<file path="config.mk">
export PLATFORM = sky130hd
export DESIGN_NAME = spi_fw_engine
export DESIGN_NICKNAME = d
export VERILOG_FILES = /design/src/spi_fw_pkg.sv /design/src/spi_fw_sync.sv /design/src/spi_fw_engine.sv
export VERILOG_INCLUDE_DIRS = /design/src
export SDC_FILE = /design/constraint.sdc
export NUM_CORES = 1
export LEC_CHECK = 0
export BUFFER_PORTS_ARGS = -buffer_cell sky130_fd_sc_hd__clkbuf_2
export CORE_ASPECT_RATIO = 0.75
export CORE_UTILIZATION = 51
export CTS_CLUSTER_SIZE = 14
export DETAILED_ROUTE_END_ITERATION = 8
export GPL_ROUTABILITY_DRIVEN = 0
export HOLD_SLACK_MARGIN = 0.03
export PLACE_DENSITY = 0.86
export REMOVE_ABC_BUFFERS = 1
export SLEW_MARGIN = 20
export SYNTH_ARGS = -nofsm -noshare
export SYNTH_HDL_FRONTEND = slang
export SYNTH_SLANG_ARGS = --single-unit
</file>
<file path="constraint.sdc">
create_clock -name I_CORE_CLK -period 3.3 [get_ports I_CORE_CLK]
set_input_delay 0.495 -clock I_CORE_CLK [delete_from_list [all_inputs] [get_ports I_CORE_CLK]]
set_output_delay 0.495 -clock I_CORE_CLK [all_outputs]
set_load 0.01 [all_outputs]
</file>
<file path="src/spi_fw_defines.svh">
// register map, field positions and reset values of the spi frame engine
`ifndef SPI_FW_DEFINES_SVH
`define SPI_FW_DEFINES_SVH
`define SPI_FW_ADDR_CTRL 4'h0
`define SPI_FW_ADDR_TXDATA 4'h4
`define SPI_FW_ADDR_STATUS 4'h8
`define SPI_FW_ADDR_RXDATA 4'hc
`define SPI_FW_PAGE 4'h0
`define SPI_FW_CTRL_EN 0
`define SPI_FW_CTRL_SLAVE 1
`define SPI_FW_CTRL_POL 2
`define SPI_FW_CTRL_PHA 3
`define SPI_FW_CTRL_WS 7:4
`define SPI_FW_CTRL_DIV 15:8
`define SPI_FW_CTRL_RESET 16'h0370
`define SPI_FW_WS_MIN 4'h3
`define SPI_FW_ST_TXFULL 0
`define SPI_FW_ST_BUSY 1
`define SPI_FW_ST_RXVALID 2
`endif

</file>
<file path="src/spi_fw_pkg.sv">
// types shared by the spi frame engine
`default_nettype none
package spi_fw_pkg;
   // engine sequencing states
   typedef enum logic [2:0] {
      ST_IDLE,
      ST_LEAD,
      ST_RUN,
      ST_GAP,
      ST_SLAVE
   } eng_state_t;
endpackage : spi_fw_pkg
`default_nettype wire

</file>
<file path="src/spi_fw_sync.sv">
// three-stage pin synchroniser with a two-stage agreement filter
`default_nettype none
module spi_fw_sync #(
   parameter int WIDTH = 1
) (
   input wire logic i_clk,
   input wire logic i_rst,
   input wire logic [WIDTH-1:0] i_async,
   output logic [WIDTH-1:0] o_level
);
   logic [WIDTH-1:0] s1_q; // metastability catcher, read by s2 only
   logic [WIDTH-1:0] s2_q;
   logic [WIDTH-1:0] s3_q;
   logic [WIDTH-1:0] lvl_q; // filtered level
   logic [WIDTH-1:0] lvl_d;

   // a change is taken only once stage two and three agree
   always_comb begin
      for (int i = 0; i < WIDTH; i++) begin
         lvl_d[i] = (s2_q[i] == s3_q[i]) ? s3_q[i] : lvl_q[i];
      end
   end

   // shift chain and filtered level
   always_ff @(posedge i_clk) begin
      if (i_rst) begin
         s1_q <= '0;
         s2_q <= '0;
         s3_q <= '0;
         lvl_q <= '0;
      end else begin
         s1_q <= i_async;
         s2_q <= s1_q;
         s3_q <= s2_q;
         lvl_q <= lvl_d;
      end
   end

   assign o_level = lvl_q;
endmodule : spi_fw_sync
`default_nettype wire

</file>
<file path="src/spi_fw_engine.sv">
// four-wire spi frame engine with ahb-lite register slave
// Functional notes
// idle clock level follows polarity select
// phase select picks first or second capture edge
// idle: select high, data low, pad off
// clock pad enabled as master, off as slave
// master starts when enabled and data waiting
// transmit pad enabled at transfer start
// phase 0: data half later, clock after
// phase 0: capture leading, change trailing edge
// slave drives first bit when selected
// single word: select rises one period later
// phase 0 back-to-back: select pulses high
// phase 0 slave freezes data while selected
// phase 0 stream ends one period later
// phase 1: data and clock half later
// phase 1: capture trailing, change leading edge
// phase 1 back-to-back: select stays low
// words four to sixteen bits, msb first
// polarity 1 phase 0: clock low later
// slave uses same edge rules, drives selected
// polarity 1 inverts clock only
//
// The address map and register access over AHB-Lite are this design's own decisions.
`default_nettype none
`include "spi_fw_defines.svh"
module spi_fw_engine (
   input wire logic I_CORE_CLK,
   input wire logic I_RST,
   input wire logic I_HSEL,
   input wire logic [31:0] I_HADDR,
   input wire logic [1:0] I_HTRANS,
   input wire logic I_HWRITE,
   input wire logic [2:0] I_HSIZE,
   input wire logic [31:0] I_HWDATA,
   input wire logic I_HREADY,
   output logic [31:0] O_HRDATA,
   output logic O_HREADYOUT,
   output logic O_HRESP,
   output logic O_SERIAL_CLOCK_OUT,
   output logic O_CLOCK_OUTPUT_ENABLE_N,
   input wire logic I_SERIAL_CLOCK_IN,
   output logic O_FRAME_SELECT_OUT,
   input wire logic I_FRAME_SELECT_IN,
   output logic O_TX_DATA_LINE,
   output logic O_TX_OUTPUT_ENABLE_N,
   input wire logic I_RX_DATA_LINE
);
   // bus and register state
   logic [3:0] addr_q, addr_d; // data phase address
   logic wr_q, wr_d; // data phase is a write
   logic [15:0] ctrl_q, ctrl_d;
   logic [15:0] tx_word_q, tx_word_d; // one-word transmit holding
   logic tx_valid_q, tx_valid_d;
   logic rx_valid_q, rx_valid_d;
   logic [31:0] hrdata_q, hrdata_d;
   // engine state
   spi_fw_pkg::eng_state_t st_q, st_d;
   logic [7:0] div_q, div_d; // half period divider
   logic [5:0] k_q, k_d; // half period index in a word
   logic sclk_q, sclk_d, fss_q, fss_d, oe_n_q, oe_n_d, txd_q, txd_d;
   logic [15:0] shift_q, shift_d, rxsh_q, rxsh_d, rxword_q, rxword_d;
   logic first_q, first_d; // skip first launch edge
   logic [3:0] capn_q, capn_d; // slave capture count
   logic sclk_prev_q, sclk_prev_d;
   // decoded config and pulses
   logic en, slv, pol, pha, half_tick, consume, done, take;
   logic [3:0] ws; // word size minus one
   logic [15:0] wmask; // received word width mask
   logic [5:0] two_n, done_k;
   logic [2:0] pins_f; // filtered pins: clock, select, data
   logic sclk_f, fss_f, rx_f, lead_e, trail_e, cap, launch;

   // outside pins cross through four flops each
   spi_fw_sync #(.WIDTH(3)) u_sync (
      .i_clk(I_CORE_CLK),
      .i_rst(I_RST),
      .i_async({I_SERIAL_CLOCK_IN, I_FRAME_SELECT_IN, I_RX_DATA_LINE}),
      .o_level(pins_f)
   );
   assign sclk_f = pins_f[2];
   assign fss_f = pins_f[1];
   assign rx_f = pins_f[0];

   // config decode; undersized words clamp to four bits
   assign en = ctrl_q[`SPI_FW_CTRL_EN];
   assign slv = ctrl_q[`SPI_FW_CTRL_SLAVE];
   assign pol = ctrl_q[`SPI_FW_CTRL_POL];
   assign pha = ctrl_q[`SPI_FW_CTRL_PHA];
   // word length limits
   assign ws = (ctrl_q[`SPI_FW_CTRL_WS] < `SPI_FW_WS_MIN) ?
               `SPI_FW_WS_MIN : ctrl_q[`SPI_FW_CTRL_WS];
   assign two_n = {1'b0, ws, 1'b0} + 6'h02;
   assign done_k = two_n + {5'h00, pha};
   // a word keeps only its own ws+1 received bits
   assign wmask = ~(16'hfffe << ws);
   assign half_tick = (div_q == ctrl_q[`SPI_FW_CTRL_DIV]);
   assign take = I_HSEL & I_HTRANS[1] & I_HREADY;
   // slave clock edges relative to the idle level
   assign lead_e = (sclk_f != sclk_prev_q) && (sclk_f != pol);
   assign trail_e = (sclk_f != sclk_prev_q) && (sclk_f == pol);

   // engine next state
   always_comb begin
      st_d = st_q;
      div_d = (st_q == spi_fw_pkg::ST_IDLE || half_tick) ?
              8'h00 : div_q + 8'h01;
      k_d = k_q;
      sclk_d = sclk_q;
      fss_d = fss_q;
      oe_n_d = oe_n_q;
      txd_d = txd_q;
      shift_d = shift_q;
      rxsh_d = rxsh_q;
      rxword_d = rxword_q;
      first_d = first_q;
      capn_d = capn_q;
      sclk_prev_d = sclk_f;
      consume = 1'b0;
      done = 1'b0;
      cap = 1'b0;
      launch = 1'b0;
      unique case (st_q)
         spi_fw_pkg::ST_IDLE: begin
            // clock rests at polarity level
            sclk_d = pol;
            // idle pin levels
            fss_d = 1'b1;
            oe_n_d = 1'b1;
            txd_d = 1'b0;
            // master start condition
            if (en && !slv && tx_valid_q) begin
               consume = 1'b1;
               shift_d = tx_word_q;
               fss_d = 1'b0;
               // pad on with select
               oe_n_d = 1'b0;
               st_d = spi_fw_pkg::ST_LEAD;
            end else if (en && slv && !fss_f) begin
               // empty holding sends zeros
               consume = tx_valid_q;
               shift_d = tx_valid_q ? tx_word_q : 16'h0000;
               // drive only while selected
               oe_n_d = 1'b0;
               txd_d = shift_d[ws];
               first_d = pha;
               capn_d = 4'h0;
               st_d = spi_fw_pkg::ST_SLAVE;
            end
         end
         spi_fw_pkg::ST_LEAD: begin
            if (half_tick) begin
               // msb half period after select
               txd_d = shift_q[ws];
               k_d = {5'h00, pha};
               // phase 1 clock starts with data
               if (pha) begin
                  sclk_d = ~sclk_q;
               end
               st_d = spi_fw_pkg::ST_RUN;
            end
         end
         spi_fw_pkg::ST_RUN: begin
            if (half_tick) begin
               k_d = k_q + 6'h01;
               if (k_q < two_n) begin
                  // polarity only sets the rest level
                  sclk_d = ~sclk_q;
                  // capture parity follows phase
                  cap = (k_q[0] == pha);
                  launch = !cap;
               end
               // sample then shift
               if (cap) begin
                  rxsh_d = {rxsh_q[14:0], rx_f};
               end
               if (launch) begin
                  shift_d = {shift_q[14:0], 1'b0};
                  txd_d = shift_q[ws - 4'h1];
               end
               if (k_q == done_k) begin
                  done = 1'b1;
                  rxword_d = rxsh_q & wmask;
                  // phase 1 keeps select low
                  if (pha && en && !slv && tx_valid_q) begin
                     consume = 1'b1;
                     shift_d = tx_word_q;
                     st_d = spi_fw_pkg::ST_LEAD;
                  end else begin
                     // select back high
                     fss_d = 1'b1;
                     oe_n_d = 1'b1;
                     txd_d = 1'b0;
                     st_d = spi_fw_pkg::ST_GAP;
                  end
               end
            end
         end
         spi_fw_pkg::ST_GAP: begin
            // select high for one half period
            if (half_tick) begin
               st_d = spi_fw_pkg::ST_IDLE;
            end
         end
         spi_fw_pkg::ST_SLAVE: begin
            // same edge rules on incoming clock
            cap = pha ? trail_e : lead_e;
            launch = pha ? lead_e : trail_e;
            if (fss_f || !en || !slv) begin
               oe_n_d = 1'b1;
               txd_d = 1'b0;
               st_d = spi_fw_pkg::ST_IDLE;
            end else if (cap) begin
               rxsh_d = {rxsh_q[14:0], rx_f};
               capn_d = capn_q + 4'h1;
               if (capn_q == ws) begin
                  done = 1'b1;
                  rxword_d = rxsh_d & wmask;
                  capn_d = 4'h0;
                  // phase 1 streams reload without deselect
                  if (pha) begin
                     consume = tx_valid_q;
                     shift_d = tx_valid_q ? tx_word_q : 16'h0000;
                     first_d = 1'b1;
                     txd_d = shift_d[ws];
                  end
               end
            end else if (launch) begin
               if (first_q) begin
                  first_d = 1'b0;
               end else begin
                  shift_d = {shift_q[14:0], 1'b0};
                  txd_d = shift_q[ws - 4'h1];
               end
            end
         end
      endcase
   end

   // engine registers
   always_ff @(posedge I_CORE_CLK) begin
      if (I_RST) begin
         st_q <= spi_fw_pkg::ST_IDLE;
         div_q <= 8'h00;
         k_q <= 6'h00;
         sclk_q <= 1'b0;
         fss_q <= 1'b1;
         oe_n_q <= 1'b1;
         txd_q <= 1'b0;
         shift_q <= 16'h0000;
         rxsh_q <= 16'h0000;
         rxword_q <= 16'h0000;
         first_q <= 1'b0;
         capn_q <= 4'h0;
         sclk_prev_q <= 1'b0;
      end else begin
         st_q <= st_d;
         div_q <= div_d;
         k_q <= k_d;
         sclk_q <= sclk_d;
         fss_q <= fss_d;
         oe_n_q <= oe_n_d;
         txd_q <= txd_d;
         shift_q <= shift_d;
         rxsh_q <= rxsh_d;
         rxword_q <= rxword_d;
         first_q <= first_d;
         capn_q <= capn_d;
         sclk_prev_q <= sclk_prev_d;
      end
   end

   // bus slave next state; zero wait states
   always_comb begin
      addr_d = take ? I_HADDR[3:0] : addr_q;
      wr_d = take & I_HWRITE & (I_HADDR[7:4] == `SPI_FW_PAGE);
      ctrl_d = ctrl_q;
      tx_word_d = tx_word_q;
      tx_valid_d = tx_valid_q;
      rx_valid_d = rx_valid_q;
      hrdata_d = hrdata_q;
      // a taken word frees the holding register
      if (consume) begin
         tx_valid_d = 1'b0;
      end
      // write data phase; a new word overwrites
      if (wr_q && addr_q == `SPI_FW_ADDR_CTRL) begin
         ctrl_d = I_HWDATA[15:0];
      end
      if (wr_q && addr_q == `SPI_FW_ADDR_TXDATA) begin
         tx_word_d = I_HWDATA[15:0];
         tx_valid_d = 1'b1;
      end
      // read data registered at the address phase
      if (take && !I_HWRITE) begin
         hrdata_d = 32'h00000000;
         if (I_HADDR[7:4] == `SPI_FW_PAGE) begin
            unique case (I_HADDR[3:0])
               `SPI_FW_ADDR_CTRL: hrdata_d = {16'h0000, ctrl_q};
               `SPI_FW_ADDR_STATUS: begin
                  hrdata_d[`SPI_FW_ST_TXFULL] = tx_valid_q;
                  hrdata_d[`SPI_FW_ST_BUSY] =
                     (st_q != spi_fw_pkg::ST_IDLE);
                  hrdata_d[`SPI_FW_ST_RXVALID] = rx_valid_q;
               end
               `SPI_FW_ADDR_RXDATA: begin
                  hrdata_d = {16'h0000, rxword_q};
                  rx_valid_d = 1'b0;
               end
               default: hrdata_d = 32'h00000000;
            endcase
         end
      end
      // a finishing word wins over a read clear
      if (done) begin
         rx_valid_d = 1'b1;
      end
   end

   // bus slave registers
   always_ff @(posedge I_CORE_CLK) begin
      if (I_RST) begin
         addr_q <= 4'h0;
         wr_q <= 1'b0;
         ctrl_q <= `SPI_FW_CTRL_RESET;
         tx_word_q <= 16'h0000;
         tx_valid_q <= 1'b0;
         rx_valid_q <= 1'b0;
         hrdata_q <= 32'h00000000;
      end else begin
         addr_q <= addr_d;
         wr_q <= wr_d;
         ctrl_q <= ctrl_d;
         tx_word_q <= tx_word_d;
         tx_valid_q <= tx_valid_d;
         rx_valid_q <= rx_valid_d;
         hrdata_q <= hrdata_d;
      end
   end

   assign O_HRDATA = hrdata_q;
   assign O_HREADYOUT = 1'b1;
   assign O_HRESP = 1'b0;
   assign O_SERIAL_CLOCK_OUT = sclk_q;
   // clock pad follows master or slave
   assign O_CLOCK_OUTPUT_ENABLE_N = slv;
   assign O_FRAME_SELECT_OUT = fss_q;
   assign O_TX_DATA_LINE = txd_q;
   assign O_TX_OUTPUT_ENABLE_N = oe_n_q;

   logic idle_st;
   assign idle_st = (st_q == spi_fw_pkg::ST_IDLE);
endmodule : spi_fw_engine
`default_nettype wire

</file>
==> results.py <==
metrics = {
    "global_route": {
        "global_route.usage.total_pct": 27.4,
        "grt_antenna_before_repair": 0,
        "grt_start_max_net_pins": 45,
        "grt_remaining_overflow": 0,
        "grt_pass1_vias": 6079,
        "grt_pass1_wl_um": 31500,
    },
    "cts": {
        "cts_max_path_buffers": 2,
        "holdBufCountCts": 0,
        "clkSinkCount": 142,
        "clk_latency_ns": 0.42,
        "cts_made_buffers": 17,
        "tritoncts": "yes",
        "cts_root_buffer": "sky130_fd_sc_hd__clkbuf_16",
        "htreeDepth": 4,
        "clock_slew_at_the_register_clock_pins_of_the_worst_setup_and_hold_paths_ns": 0.06,
    },
    "yosys": {
        "synthesis.area_per_instance_um2": 8.23,
        "synth.yosys.seq_area_share_pct": 39.6,
        "number_of_library_cell_types_mapped_by_synthesis": 63,
        "leading_cell_types_by_count_after_synthesis": "sky130_fd_sc_hd__nand2_1 (144), sky130_fd_sc_hd__dfxtp_1 (142), sky130_fd_sc_hd__nor2_1 (92)",
        "synth-async-reset-ratio_pct": 0,
        "synth_top_cell_area_share_pct": 39.6,
        "synth-seq-cells": 142,
        "synth-edff-count": 0,
        "syn-instance-count": 873,
        "post_synth_main_area_contributors": "sky130_fd_sc_hd__dfxtp_1 (40%), sky130_fd_sc_hd__nand2_1 (7.5%), sky130_fd_sc_hd__a21oi_1 (5.6%)",
        "yosys.cell_count.top_type": "sky130_fd_sc_hd__nand2_1",
        "post_synth_instance_area_um2": 7190,
        "ys.flop_type": "sky130_fd_sc_hd__dfxtp_1",
        "number_of_warnings_reported_in_the_yosys_synthesis_log": 0,
        "netlist.top_cell.by_area": "sky130_fd_sc_hd__dfxtp_1",
    },
    "setup_path": {
        "worstPathMaxFanout": 13,
        "worstPathArrival_ns": 3.46,
        "timing.critical_path.to_type": "register",
        "cp-start-kind": "register",
        "setup.worst_path.class": "register to register",
        "cp_data_required_time_ns": 3.58,
    },
    "timing": {
        "slew-limit-headroom_pct": 32.7,
        "timing.clock.skew_ns": 0.00926,
        "layout_min_cycle_time_ns": 3.17,
        "setup_viol_count_final": 0,
        "clock.fmax_ghz": 0.315,
        "setup_total_negative_slack_ns": 0,
        "timing.final.max_slew_violations": 0,
        "fin_hold_ws_ns": 0.277,
        "timing.final.crit_share_pct": 96.2,
        "final_hold_viol_count": 0,
        "max_slew.worst_pin.slew_ns": 1.01,
    },
    "placed_design": {
        "placed_cells_incl_taps": 1069,
        "detailed_place_hpwl_um": 13600,
        "placement.io_buffers": 53,
    },
    "layout": {
        "design.final.nets": 1005,
        "final_layout_size_suffix_gt1_share_pct": 16.0,
        "syn_to_final_growth_pct": 14.6,
        "fin_cells": 1101,
        "antennaDiodeCount": 0,
        "num-fill-cells": 1163,
    },
    "drt": {
        "detail_route.wirelength_um": 19900,
        "route.detailed.wl_per_inst_um": 18.0,
        "starting_drt_drc_count": 1000,
        "drc": 10,
        "postRouteAntennaNets": 0,
        "route.vias.total": 6803,
        "drt-vias-per-instance": 6.18,
        "detailedRoute.firstPassIterationCount": 9,
    },
    "floorplan": {
        "initial_standard_cell_utilization_of_the_core_pct": 52.3,
        "die_h_um": 105,
        "fp.coreArea_um2": 13700,
        "dieArea_um2": 14600,
        "io_pins": 116,
        "horiz_die_dim_um": 139,
        "fp_rows": 37,
    },
    "job": {
        "max_cap_viol_count": 0,
    },
    "pwr": {
        "powerDensity_nw_per_um2": 470,
        "p_leak_nw": 3.25,
        "vdd.ir_drop.worst_mv": 0.357,
    },
    "status": {
        "outcome": "complete, but fails checks",
        "violations": "DRC",
    },
    "hold_path": {
        "min_path_type": "input port to register",
    },
}
==> power breakdown <==
group	leakage (nW)	total, W	switching [W]	internal (W)
clock network	0.288	0.00195	0.000728	0.00122
logic	1.82	0.000192	0.000134	0.0000584
registers	1.15	0.00173	0.0000117	0.00172
==> per-stage QoR <==
step | setup slack [ns] | area (µm²) | power [W] | utilization (%)
2_1_floorplan | -0.338 | 6870 | 0.00187 | -
3_3_place_gp | 0.140 | 7590 | 0.00195 | 55.2
3_5_place_dp | 0.0172 | 7590 | 0.00196 | 55.2
4_1_cts | 0.00113 | 8190 | 0.00388 | 59.6
5_1_grt | -0.0439 | 8230 | 0.00397 | 59.9
6_report | 0.125 | 8230 | 0.00387 | 59.9
==> cells in the final DEF (no fill, tap or decap), types with 8 or more instances in the layout <==
cell and n:
sky130_fd_sc_hd__a21oi_1 80, sky130_fd_sc_hd__a222oi_1 22, sky130_fd_sc_hd__and2_1 9, sky130_fd_sc_hd__buf_4 32, sky130_fd_sc_hd__clkbuf_16 17, sky130_fd_sc_hd__clkbuf_2 52
sky130_fd_sc_hd__conb_1 18, sky130_fd_sc_hd__dfxtp_1 140, sky130_fd_sc_hd__ha_1 13, sky130_fd_sc_hd__inv_1 18, sky130_fd_sc_hd__mux2_2 12, sky130_fd_sc_hd__mux2i_1 33
sky130_fd_sc_hd__nand2_1 144, sky130_fd_sc_hd__nand3_1 31, sky130_fd_sc_hd__nand4_1 11, sky130_fd_sc_hd__nor2_1 91, sky130_fd_sc_hd__nor2b_1 19, sky130_fd_sc_hd__o21ai_0 25
sky130_fd_sc_hd__xnor2_1 16, sky130_fd_sc_hd__xor2_1 8
==> worst max-delay path: stages, from the launching register on <==
cell	delay, ns
sky130_fd_sc_hd__dfxtp_4	0.38
sky130_fd_sc_hd__nor2_2	0.05
sky130_fd_sc_hd__nor2_1	0.14
sky130_fd_sc_hd__inv_1	0.08
sky130_fd_sc_hd__ha_1	0.21
sky130_fd_sc_hd__inv_1	0.06
sky130_fd_sc_hd__ha_1	0.22
sky130_fd_sc_hd__inv_1	0.06
sky130_fd_sc_hd__ha_1	0.21
sky130_fd_sc_hd__and3_1	0.20
sky130_fd_sc_hd__o21a_1	0.15
sky130_fd_sc_hd__or3_1	0.34
sky130_fd_sc_hd__buf_6	0.17
sky130_fd_sc_hd__mux2_2	0.27
sky130_fd_sc_hd__a222oi_1	0.37
sky130_fd_sc_hd__a211oi_2	0.12
==> timing repair <==
action                                  in CTS  in global routing
resized for setup                            0                  9
endpoints found under the hold margin        0                  0
endpoints found under the setup margin       0                 27
buffers inserted                             0                  1
==> routing by layer <==
layer	up-vias	GRT usage [%]	wire [µm]
met5	-	0	0
met4	0	9.05	333
met3	39	5.36	2250
met2	403	39.8	8450
met1	3215	40.3	8850
li1	3146	-	-
==> sequential cells by signal (all words and copies together) (netlist names), 4 cells and up <==
name,flops
div_q,8
O_HRDATA,16
addr_q,4
k_q,6
ctrl_q,16
rxword_q,16
shift_q,16
tx_word_q,16
rxsh_q,16
capn_q,4
==> final cells by class <==
type | instances | area (µm²) | share of cell area, %
Timing Repair Buffer | 85 | 512 | 6.21
Clock inverter | 11 | 141 | 1.72
Sequential cell | 142 | 2850 | 34.6
Multi-Input combinational cell | 650 | 3990 | 48.4
Clock buffer | 20 | 457 | 5.55
Inverter | 18 | 67.6 | 0.821
Tap cell | 175 | 219 | 2.66
==> cell families (layout without fill, tap and decap cells) <==
| group | Yosys count | count (layout) | synth area share, % |
|---|---|---|---|
| multiplexers | 50 | 50 | 8.04 |
| XOR/XNOR | 24 | 24 | 2.92 |
| flip-flops | 142 | 142 | 39.6 |
| adder cells (fa/ha/maj) | 14 | 14 | 2.44 |
| other | 2 | 18 | 0.104 |
| buffers and inverters | 97 | 134 | 6.25 |
| AO/OA/AOI/OAI | 195 | 195 | 18.9 |
| AND/OR/NAND/NOR | 349 | 349 | 21.8 |
==> worst paths after layout <==
| kind | slack, ns | from | endpoint | cells after the start |
|---|---|---|---|---|
| setup / recovery | 0.13 | ctrl_q[6]$_SDFFE_PP1P_ | shift_q[13]$_SDFFE_PP0P_ | 15 |
| hold / removal | 0.28 | I_RX_DATA_LINE | u_sync.s1_q[0]$_SDFF_PP0_ | 2 |
| setup reg to reg | 0.13 | ctrl_q[6]$_SDFFE_PP1P_ | shift_q[13]$_SDFFE_PP0P_ | 15 |
| hold reg to reg | 0.44 | u_sync.s1_q[2]$_SDFF_PP0_ | u_sync.s2_q[2]$_SDFF_PP0_ | 1 |
Power figures use the tool's default switching activity.
